<file path="src/logic/ppd_consts.svh">
// Register offsets, field positions, reset values and stage constants for the pixel pipeline
`ifndef PPD_CONSTS_SVH
`define PPD_CONSTS_SVH
`define PPD_REG_CTRL     8'h00
`define PPD_REG_MASK     8'h04
`define PPD_REG_ACLK     8'h08
`define PPD_REG_ALIN     8'h0C
`define PPD_REG_STAT     8'h10
`define PPD_CTRL_SHAMT   3:0
`define PPD_CTRL_SHDIR   4
`define PPD_CTRL_DELAY   8:5
`define PPD_CTRL_SYNSEL  9
`define PPD_CTRL_CLIPEN  10
`define PPD_CTRL_SWAP    11
`define PPD_CTRL_VIEW8   12
`define PPD_CTRL_DEPTH   14:13
`define PPD_CTRL_PATSEL  16:15
`define PPD_CTRL_RST     32'h0000_0000
`define PPD_MASK_RST     32'hFFFF_FFFF
`define PPD_CLIP_HI      8'hF5
`define PPD_CLIP_LO      8'h0A
`define PPD_DELAY_MAX    4'h8
`define PPD_STAT_FMT     4:0
`define PPD_STAT_VAL     5
`endif

</file>
<file path="src/logic/ppd_pkg.sv">
// Types shared by the pixel pipeline modules
package ppd_pkg;
  typedef enum logic [1:0] {PPD_D8 = 2'h0, PPD_D16 = 2'h1, PPD_D32 = 2'h2} ppd_depth_t;
  typedef struct packed
  {
    logic [63:0] data;
    logic        valid;
  } ppd_beat_t;
endpackage

</file>
<file path="src/logic/ppd_shift_if.sv">
// Shift command carried from the top to the shifter stage
`timescale 1ns/1ps
interface ppd_shift_if;
  logic        shRight;
  logic [3:0]  shAmt;
  modport ctl (output shRight, output shAmt);
  modport sh  (input shRight, input shAmt);
endinterface

</file>
<file path="src/logic/ppd_pixel_pipe.sv">
// Pixel pipeline datapath: lanes, shifters, delay, selector, mask, clip, assembler
// Contract
// [RL1] All pipeline data paths are 64 bits wide.
// [RL2] Input synchronised and laned by tap format; no user control.
// [RL3] Four 16-bit shifters share one shift command.
// [RL4] Command gives left/right and amount 0 to 15.
// [RL5] Handles up to four taps so deep pixels reduce to 8 bits.
// [RL6] Video delay of 0 to 8 pixel clocks.
// [RL7] Selector chooses camera or synthetic test video.
// [RL8] One 32-bit mask applied to both halves.
// [RL9] Mask one passes bit, zero clears it.
// [RL10] Clip acts on each of eight 8-bit lanes.
// [RL11] Lanes above 245 become 245, below 10 become 10.
// [RL12] Assembler emits pixels in raster order.
// [RL13] Packing follows pixel depth field.
// [RL14] Eight-bit view packs all pixels as 8 bits; code takes each 16-bit slice's low byte, two per 32-bit pixel.
// [RL15] Software right-shifts by excess depth when eight-bit view used.
// [RL16] Lane exchange swaps odd and even pixel streams.
// [RL17] FIFO writes only inside the acquisition window.
// [RL18] Readable format code identifies loaded tap-format variant.
// [RL19] Active-clocks count is 17 bits, clocks per active line.
// [RL20] Stages chained in order, registered, valid carried along.
// [RL21] Reset: no shift, no delay, camera, mask ones, features off.
//
// Chosen here: the register addresses and the AXI4-Lite register port.
`timescale 1ns/1ps
`include "ppd_consts.svh"
module ppd_pixel_pipe
#(
  parameter logic [4:0] FORMAT_CODE = 5'h01,  // Odd-even two tap variant
  parameter int         TAPS        = 2
)
(
  input  wire logic         sys_clk,
  input  wire logic         resetn,
  // Camera side (asynchronous pins)
  input  wire logic [63:0]  camData,
  input  wire logic         camValid,
  input  wire logic         lineStart,
  input  wire logic         frameStart,
  // FIFO side
  output logic      [63:0]  fifoData,
  output logic              fifoWrite,
  // AXI4-Lite slave
  input  wire logic [7:0]   s_axi_awaddr,
  input  wire logic         s_axi_awvalid,
  output logic              s_axi_awready,
  input  wire logic [31:0]  s_axi_wdata,
  input  wire logic [3:0]   s_axi_wstrb,
  input  wire logic         s_axi_wvalid,
  output logic              s_axi_wready,
  output logic [1:0]        s_axi_bresp,
  output logic              s_axi_bvalid,
  input  wire logic         s_axi_bready,
  input  wire logic [7:0]   s_axi_araddr,
  input  wire logic         s_axi_arvalid,
  output logic              s_axi_arready,
  output logic [31:0]       s_axi_rdata,
  output logic [1:0]        s_axi_rresp,
  output logic              s_axi_rvalid,
  input  wire logic         s_axi_rready
);

  //----------------------------------------------------------------
  // State
  //----------------------------------------------------------------
  typedef struct packed
  {
    logic [63:0]            sy1Data;
    logic [2:0]             sy1Ctl;
    logic [63:0]            sy2Data;
    logic [2:0]             sy2Ctl;
    logic                   lsPrev;
    logic                   fsPrev;
    ppd_pkg::ppd_beat_t     lane;
    logic [8:0]             shVld;
    logic [7:0][63:0]       dly;
    ppd_pkg::ppd_beat_t     sel;
    ppd_pkg::ppd_beat_t     msk;
    ppd_pkg::ppd_beat_t     clp;
    logic [63:0]            asmAcc;
    logic                   asmHalf;
    logic [63:0]            outData;
    logic                   outWr;
    logic [16:0]            hCnt;
    logic [16:0]            vCnt;
    logic                   inLine;
    logic [7:0]             patCnt;
    logic [31:0]            ctrl;
    logic [31:0]            mask;
    logic [16:0]            aclk;
    logic [16:0]            alin;
    logic                   awHeld;
    logic [7:0]             awAddr;
    logic                   wHeld;
    logic [31:0]            wData;
    logic [3:0]             wStrb;
    logic                   bValid;
    logic [1:0]             bResp;
    logic                   rValid;
    logic [31:0]            rData;
    logic [1:0]             rResp;
  } ppd_st_t;

  ppd_st_t st_q, st_d;
  ppd_shift_if shCmd();
  logic [63:0] shOut;

  //----------------------------------------------------------------
  // Shifter lanes
  //----------------------------------------------------------------
  // Shared command straight from the control register
  assign shCmd.shRight = st_q.ctrl[`PPD_CTRL_SHDIR];
  assign shCmd.shAmt   = st_q.ctrl[`PPD_CTRL_SHAMT];

  genvar g;
  generate
    for (g = 0; g < 4; g++)
    begin : gShift
      ppd_shift16 uSh
      (
        .sysClk (sys_clk),
        .resetn (resetn),
        .cmd    (shCmd),
        .dIn    (st_q.lane.data[g*16 +: 16]),
        .dOut   (shOut[g*16 +: 16])
      ); // [RL3] [RL5]
    end
  endgenerate

  // Byte-wise write with strobes
  function automatic logic [31:0] wmerge(input logic [31:0] old, input logic [31:0] nw,
                                         input logic [3:0] sb);
    logic [31:0] r;
    r = old;
    for (int i = 0; i < 4; i++)
      if (sb[i]) r[i*8 +: 8] = nw[i*8 +: 8];
    return r;
  endfunction

  //----------------------------------------------------------------
  // Next state
  //----------------------------------------------------------------
  always_comb
  begin
    logic [63:0] lanes;
    logic [63:0] src;
    logic [63:0] m;
    logic [3:0]  dsel;
    logic [7:0]  b;
    logic        inWin;
    logic        lsRise;
    logic        fsRise;
    logic [31:0] rd;
    logic [7:0]  wa;
    lanes = '0; src = '0; m = '0; dsel = '0; b = '0; inWin = 1'b0;
    lsRise = 1'b0; fsRise = 1'b0; rd = '0; wa = '0;
    st_d = st_q;

    // Pins pass two flops before use
    st_d.sy1Data = camData;
    st_d.sy1Ctl  = {frameStart, lineStart, camValid};
    st_d.sy2Data = st_q.sy1Data;
    st_d.sy2Ctl  = st_q.sy1Ctl; // [RL2]
    st_d.lsPrev  = st_q.sy2Ctl[1];
    st_d.fsPrev  = st_q.sy2Ctl[2];
    lsRise = st_q.sy2Ctl[1] & ~st_q.lsPrev;
    fsRise = st_q.sy2Ctl[2] & ~st_q.fsPrev;

    // Lane assignment fixed by the loaded format; exchange flips odd/even words
    lanes = st_q.sy2Data;
    if (TAPS == 2 && st_q.ctrl[`PPD_CTRL_SWAP])
      lanes = {st_q.sy2Data[31:0], st_q.sy2Data[63:32]}; // [RL16]
    st_d.lane.data  = lanes; // [RL1] [RL2]
    st_d.lane.valid = st_q.sy2Ctl[0];

    // Valid rides its own chain so every delay tap keeps data and flag paired
    st_d.shVld = {st_q.shVld[7:0], st_q.lane.valid};
    st_d.dly[0] = shOut;
    for (int i = 1; i < 8; i++)
      st_d.dly[i] = st_q.dly[i-1];
    dsel = st_q.ctrl[`PPD_CTRL_DELAY];
    if (dsel > `PPD_DELAY_MAX) dsel = `PPD_DELAY_MAX; // [RL6]

    // Synthetic pattern (ramp, toggle, fixed bytes or alternating) or camera video
    st_d.patCnt = st_q.patCnt + 8'h01;
    unique case (st_q.ctrl[`PPD_CTRL_PATSEL])
      2'h0:    src = {8{st_q.patCnt}};
      2'h1:    src = {8{st_q.patCnt[0] ? 8'hFF : 8'h00}};
      2'h2:    src = 64'h0706_0504_0302_0100;
      default: src = 64'hAAAA_AAAA_5555_5555;
    endcase
    // Tap zero is the shifter output itself, so a delay of n costs n clocks
    lanes = (dsel == 4'h0) ? shOut : st_q.dly[dsel - 4'h1]; // [RL6]
    st_d.sel.data  = st_q.ctrl[`PPD_CTRL_SYNSEL] ? src : lanes; // [RL7] [RL20]
    st_d.sel.valid = st_q.ctrl[`PPD_CTRL_SYNSEL] ? 1'b1 : st_q.shVld[dsel];

    // Mask replicated over both halves
    st_d.msk.data  = st_q.sel.data & {st_q.mask, st_q.mask}; // [RL8] [RL9]
    st_d.msk.valid = st_q.sel.valid;

    // Per-lane clip
    for (int i = 0; i < 8; i++)
    begin
      b = st_q.msk.data[i*8 +: 8];
      if (st_q.ctrl[`PPD_CTRL_CLIPEN])
      begin
        if (b > `PPD_CLIP_HI) b = `PPD_CLIP_HI;
        else if (b < `PPD_CLIP_LO) b = `PPD_CLIP_LO; // [RL10] [RL11]
      end
      m[i*8 +: 8] = b;
    end
    st_d.clp.data  = m;
    st_d.clp.valid = st_q.msk.valid;

    // Window: lines from frame start, clocks from line start; counting one line
    // past the last active one is what closes the window vertically
    if (fsRise) st_d.vCnt = '0;
    else if (lsRise && st_q.vCnt <= st_q.alin && st_q.vCnt != 17'h1FFFF)
      st_d.vCnt = st_q.vCnt + 17'h1;
    if (lsRise)
    begin
      st_d.hCnt = '0;
      st_d.inLine = 1'b1;
    end
    else if (st_q.clp.valid && st_q.inLine)
      st_d.hCnt = st_q.hCnt + 17'h1; // [RL19]
    inWin = st_q.inLine && st_q.hCnt < st_q.aclk && st_q.vCnt != 17'h0
            && st_q.vCnt <= st_q.alin; // [RL17]

    // Assembler: raster order, pack by depth or force 8-bit view
    st_d.outWr = 1'b0;
    if (st_q.clp.valid && inWin)
    begin
      if (st_q.ctrl[`PPD_CTRL_VIEW8] &&
          st_q.ctrl[`PPD_CTRL_DEPTH] != ppd_pkg::PPD_D8)
      begin
        // Low byte of each 16-bit slice, two beats make one word
        for (int i = 0; i < 4; i++)
          m[i*8 +: 8] = st_q.clp.data[i*16 +: 8]; // [RL14] [RL15]
        if (st_q.asmHalf)
        begin
          st_d.outData = {m[31:0], st_q.asmAcc[31:0]}; // [RL12]
          st_d.outWr   = 1'b1;
        end
        st_d.asmAcc  = {32'h0, m[31:0]};
        st_d.asmHalf = ~st_q.asmHalf;
      end
      else
      begin
        st_d.outData = st_q.clp.data; // [RL13]
        st_d.outWr   = 1'b1;
      end
    end

    // AXI4-Lite write: address and data in any order
    if (s_axi_awvalid && !st_q.awHeld)
    begin
      st_d.awHeld = 1'b1;
      st_d.awAddr = s_axi_awaddr;
    end
    if (s_axi_wvalid && !st_q.wHeld)
    begin
      st_d.wHeld = 1'b1;
      st_d.wData = s_axi_wdata;
      st_d.wStrb = s_axi_wstrb;
    end
    if (st_q.awHeld && st_q.wHeld && !st_q.bValid)
    begin
      st_d.awHeld = 1'b0;
      st_d.wHeld  = 1'b0;
      st_d.bValid = 1'b1;
      st_d.bResp  = 2'h0;
      wa = {st_q.awAddr[7:2], 2'b00};
      unique case (wa)
        `PPD_REG_CTRL: st_d.ctrl = wmerge(st_q.ctrl, st_q.wData, st_q.wStrb);
        `PPD_REG_MASK: st_d.mask = wmerge(st_q.mask, st_q.wData, st_q.wStrb);
        `PPD_REG_ACLK: st_d.aclk = 17'(wmerge({15'h0, st_q.aclk}, st_q.wData, st_q.wStrb));
        `PPD_REG_ALIN: st_d.alin = 17'(wmerge({15'h0, st_q.alin}, st_q.wData, st_q.wStrb));
        `PPD_REG_STAT: st_d.bResp = 2'h0;
        default:       st_d.bResp = 2'h2;
      endcase
    end
    if (st_q.bValid && s_axi_bready) st_d.bValid = 1'b0;

    // AXI4-Lite read
    if (s_axi_arvalid && !st_q.rValid)
    begin
      st_d.rValid = 1'b1;
      st_d.rResp  = 2'h0;
      unique case ({s_axi_araddr[7:2], 2'b00})
        `PPD_REG_CTRL: rd = st_q.ctrl;
        `PPD_REG_MASK: rd = st_q.mask;
        `PPD_REG_ACLK: rd = {15'h0, st_q.aclk};
        `PPD_REG_ALIN: rd = {15'h0, st_q.alin};
        `PPD_REG_STAT:
        begin
          rd[`PPD_STAT_FMT] = FORMAT_CODE; // [RL18]
          rd[`PPD_STAT_VAL] = inWin;
        end
        default: st_d.rResp = 2'h2;
      endcase
      st_d.rData = rd;
    end
    else if (st_q.rValid && s_axi_rready)
      st_d.rValid = 1'b0;
  end

  //----------------------------------------------------------------
  // Registers
  //----------------------------------------------------------------
  // Control defaults give a transparent pipe on camera video
  always_ff @(posedge sys_clk or negedge resetn)
  begin
    if (!resetn)
    begin
      st_q      <= '0;
      st_q.ctrl <= `PPD_CTRL_RST; // [RL21]
      st_q.mask <= `PPD_MASK_RST;
    end
    else
      st_q <= st_d;
  end

  //----------------------------------------------------------------
  // Outputs
  //----------------------------------------------------------------
  assign fifoData      = st_q.outData;
  assign fifoWrite     = st_q.outWr;
  assign s_axi_awready = ~st_q.awHeld;
  assign s_axi_wready  = ~st_q.wHeld;
  assign s_axi_bvalid  = st_q.bValid;
  assign s_axi_bresp   = st_q.bResp;
  assign s_axi_arready = ~st_q.rValid;
  assign s_axi_rvalid  = st_q.rValid;
  assign s_axi_rdata   = st_q.rData;
  assign s_axi_rresp   = st_q.rResp;
endmodule // ppd_pixel_pipe

</file>
<file path="src/logic/ppd_shift16.sv">
// One 16-bit barrel shifter lane, registered
`timescale 1ns/1ps
module ppd_shift16
(
  input  wire logic         sysClk,
  input  wire logic         resetn,
  ppd_shift_if.sh           cmd,
  input  wire logic [15:0]  dIn,
  output logic      [15:0]  dOut
);
  typedef struct packed { logic [15:0] d; } ppd_sh_st_t;
  ppd_sh_st_t st_q, st_d;

  // Direction and amount shared by every lane
  always_comb
  begin
    st_d = st_q;
    st_d.d = cmd.shRight ? (dIn >> cmd.shAmt) : (dIn << cmd.shAmt); // [RL4]
  end

  always_ff @(posedge sysClk or negedge resetn)
  begin
    if (!resetn) st_q <= '0;
    else         st_q <= st_d;
  end
  assign dOut = st_q.d;
endmodule // ppd_shift16

</file>
<file path="config.mk">
export PLATFORM = sky130hd
export DESIGN_NAME = ppd_pixel_pipe
export DESIGN_NICKNAME = d
export VERILOG_FILES = /design/src/logic/ppd_pkg.sv /design/src/logic/ppd_shift_if.sv /design/src/logic/ppd_pixel_pipe.sv /design/src/logic/ppd_shift16.sv
export VERILOG_INCLUDE_DIRS = /design/src /design/src/logic
export SDC_FILE = /design/constraint.sdc
export NUM_CORES = 2
export LEC_CHECK = 0
export BUFFER_PORTS_ARGS = -buffer_cell sky130_fd_sc_hd__buf_2
export CORE_MARGIN = 2
export CORE_UTILIZATION = 37
export CTS_BUF_LIST = sky130_fd_sc_hd__clkbuf_4 sky130_fd_sc_hd__clkbuf_8 sky130_fd_sc_hd__clkbuf_16
export CTS_CLUSTER_SIZE = 16
export DETAILED_ROUTE_END_ITERATION = 7
export RECOVER_POWER = 100
export SYNTH_ARGS = -nofsm -noshare
export SYNTH_HDL_FRONTEND = slang
export SYNTH_SLANG_ARGS = --single-unit
</file>
<file path="constraint.sdc">
create_clock -name sys_clk -period 3.7 [get_ports sys_clk]
set_input_delay 0.37 -clock sys_clk [delete_from_list [all_inputs] [get_ports sys_clk]]
set_output_delay 0.37 -clock sys_clk [all_outputs]
set_load 0.02 [all_outputs]
</file>
==> flow_metrics.env <==
export IMPL_dp_hpwl_um=86700
export IMPL_vias=31200
export IMPL_synth_compound_area_share_pct=9.14
export IMPL_grt_max_degree=117
export IMPL_synth_area_leaders="dfrtp_1, mux4_2, mux2_2"
export IMPL_path_clk_slew_ns=0.06
export IMPL_timing_slew_headroom_pct=-51.3
export IMPL_core_sq_um=140000
export IMPL_insertion_delay_ns=0.77
export IMPL_cp_end_kind="flip-flop"
export IMPL_hold_viol=0
export IMPL_yosysTopAreaCellShare_pct=60.7
export IMPL_grt_remaining_overflow=0
export IMPL_chipHeight_um=380
export IMPL_synth_main_ff_cell="dfrtp_1"
export IMPL_worstPathMaxFanout=43
export IMPL_cts_tree="yes"
export IMPL_antenna_found_initial=7
export IMPL_cts_buffers=132
export IMPL_cts_max_level=4
export IMPL_synth_area_sq_um=52200
export IMPL_async_flop_share_pct=100
export IMPL_fmax_mhz=305
export IMPL_critPathArrivalTime_ns=3.86
export IMPL_status="finished with violations"
export IMPL_setup_violations_final=0
export IMPL_yosys_area_share_simple_pct=7.76
export IMPL_drt_first_iter_violations=2121
export IMPL_critPathLaunchType="flip-flop"
export IMPL_leakagePower_nw=25.5
export IMPL_synthAdderAreaFrac_pct=0.934
export IMPL_initial_utilization_pct=37.4
export IMPL_dieArea_sq_um=144000
export IMPL_hold_class="in -> reg"
export IMPL_synth_top_area_cell="dfrtp_1"
export IMPL_nNetsFinal=4270
export IMPL_skew_ns=0.0269
export IMPL_grt_pass1_wl_um=196000
export IMPL_postRouteWirelength_um=125000
export IMPL_synth_top_cells_by_count="dfrtp_1, nor2_1, mux2_2, o21ai_0, nand2_1"
export IMPL_die_w_um=380
export IMPL_final_antenna_net_count=0
export IMPL_setup_slack_ns=0.418
export IMPL_worstSetupStartpoint="st_q[155]"
export IMPL_maxCapViolations=16
export IMPL_place_congestion=0.875
export IMPL_cp_required_ns=4.28
export IMPL_power_density_nw_per_um2=1010
export IMPL_vias_per_cell=5.12
export IMPL_ys_seq_elements=1300
export IMPL_port_buffers=225
export IMPL_post_cts_setup_buffer_count=0
export IMPL_drt_first_pass_iters=6
export IMPL_grt_pass1_vias=31800
export IMPL_slew_violations=829
export IMPL_min_delay_start="s_axi_araddr[5]"
export IMPL_worstReg2RegStart="st_q[155]"
export IMPL_track_usage_pct=17.4
export IMPL_synth_warnings=0
export IMPL_clkSinkCount=1300
export IMPL_rsz0062_at_grt="false"
export IMPL_cts_buffer_depth=3
export IMPL_violations="capacitance limit, slew limit"
export IMPL_muxShareOfSynthArea_pct=15.4
export IMPL_post_drt_wl_per_cell_um=20.6
export IMPL_ys_types=66
export IMPL_finalSetupTns_ns=0
export IMPL_area_delta_synth_final_pct=14.8
export IMPL_clock_root_buffer="clkbuf_16"
export IMPL_fin_crit_ns=3.28
export IMPL_synthCells=3890
export IMPL_synth_edff_count=0
export IMPL_nFillCells=12900
export IMPL_worstMarginPinSlew_ns=2.27
export IMPL_drc=0
export IMPL_synth_most_common_cell="dfrtp_1"
export IMPL_ys_seq_area_share_pct=62.3
export IMPL_drive_gt1_share_pct=19.3
export IMPL_io_pins=232
export IMPL_syn_area_per_cell_sq_um=13.4
export IMPL_synth_top_family_by_area="multiplexers"
export IMPL_worstSetupPathType="reg -> reg"
export IMPL_ir_worst_vdd_mv=0.849
export IMPL_place_ws_ns=0.746
export IMPL_num_rows=137
export IMPL_synth_xor_area_share_pct=0.352
export IMPL_fin_crit_sh_pct=88.7
## per-layer routing
| metal | part of all wire [%] | global-route usage, % | routed length [um] | vias to the layer above |
|---|---|---|---|---|
| met5 | 0 | 0 | 0 | - |
| met4 | 2.7 | 5.77 | 3330 | 0 |
| met3 | 6.2 | 3.67 | 7710 | 195 |
| met1 | 47 | 25.7 | 59100 | 15900 |
| li1 | - | - | - | 14300 |
| met2 | 44 | 25.6 | 55100 | 896 |
## logic make-up after synthesis
family | Yosys count
other | 1
adder cells (fa/ha/maj) | 39
flip-flops | 1300
buffers and inverters | 428
XOR/XNOR | 21
AO/OA/AOI/OAI | 721
multiplexers | 571
AND/OR/NAND/NOR | 809
## state kept, by name (all words and copies together) (netlist names)
| register | cells |
|---|---|
| fifoData | 64 |
| fifoWrite | 1 |
| gShift.uSh.dOut | 64 |
| s_axi_bresp | 1 |
| s_axi_bvalid | 1 |
| s_axi_rdata | 32 |
| s_axi_rresp | 1 |
| s_axi_rvalid | 1 |
| shCmd.shAmt | 4 |
| shCmd.shRight | 1 |
| st_d | 529 |
| st_q | 601 |
## final cells by class
type	instances	area (sq um)	area share [%]
diodes	3	7.51	0.0125
clock buffers	196	3970	6.62
clock inverters	45	435	0.726
inverters	78	293	0.488
multi-input cells	2163	17500	29.2
flip-flops and latches	1300	32600	54.3
well taps	1876	2350	3.91
repair buffers	430	2860	4.77
## stage by stage
stage	utilization [%]	hold slack, ns	cells	cell area, sq um	power [mW]
5_1_grt	42.9	0.102	6088	60000	64.1
3_5_place_dp	39.3	0.335	5727	54900	47.5
3_3_place_gp	39.3	0.333	5727	54900	47.1
2_1_floorplan	-	0.0744	3891	52200	39.6
6_report	42.9	0.104	6091	60000	60.4
4_1_cts	43.3	0.0410	6088	60500	61.1
## layout by cell type, fill, tap and decap left out, types with 100 or more instances in the layout
master	Yosys	routed
a21oi_1	129	129
o21ai_0	203	201
buf_2	42	114
mux4_2	154	154
mux2_2	226	213
a211oi_1	101	100
mux2i_1	162	162
nand2_1	186	185
dfrtp_1	1268	1261
clkbuf_16	0	133
dlygate4sd3_1	0	120
nor2_1	240	240
clkbuf_1	168	143
## path summary, 6_finish.rpt
check | endpoint | slack [ns] | depth (start not counted)
max | st_q[548] | 0.42 | 10
max in group asynchronous | st_q[1166] | 0.87 | 3
min | s_axi_rdata[13] | 0.10 | 4
min in group asynchronous | st_q[179] | 0.24 | 2
max reg2reg | st_q[548] | 0.42 | 10
min reg2reg | st_d[1136] | 0.34 | 0
## power by group
group	switching, mW	total (mW)	internal, mW
logic	13.0	23.1	10.2
clock network	5.59	13.2	7.62
registers	4.18	24.0	19.8
total	22.8	60.4	37.6
## timing repair
item / in CTS / in global routing
hold buffers: 120 / 0
endpoints found under the hold margin: 184 / 0
gates resized for setup: 0 / 0
## worst max-delay path, stage by stage, from the launching register on
cell      delay [ns]
dfrtp_1         0.47
nor2b_1         0.35
inv_1           0.08
ha_1            0.25
xnor2_1         0.28
buf_12          0.31
buf_12          0.31
mux4_2          0.24
nor2b_1         0.13
a211oi_1        0.06
o31ai_1         0.57
Note: power is estimated with default switching activity, not from simulation.
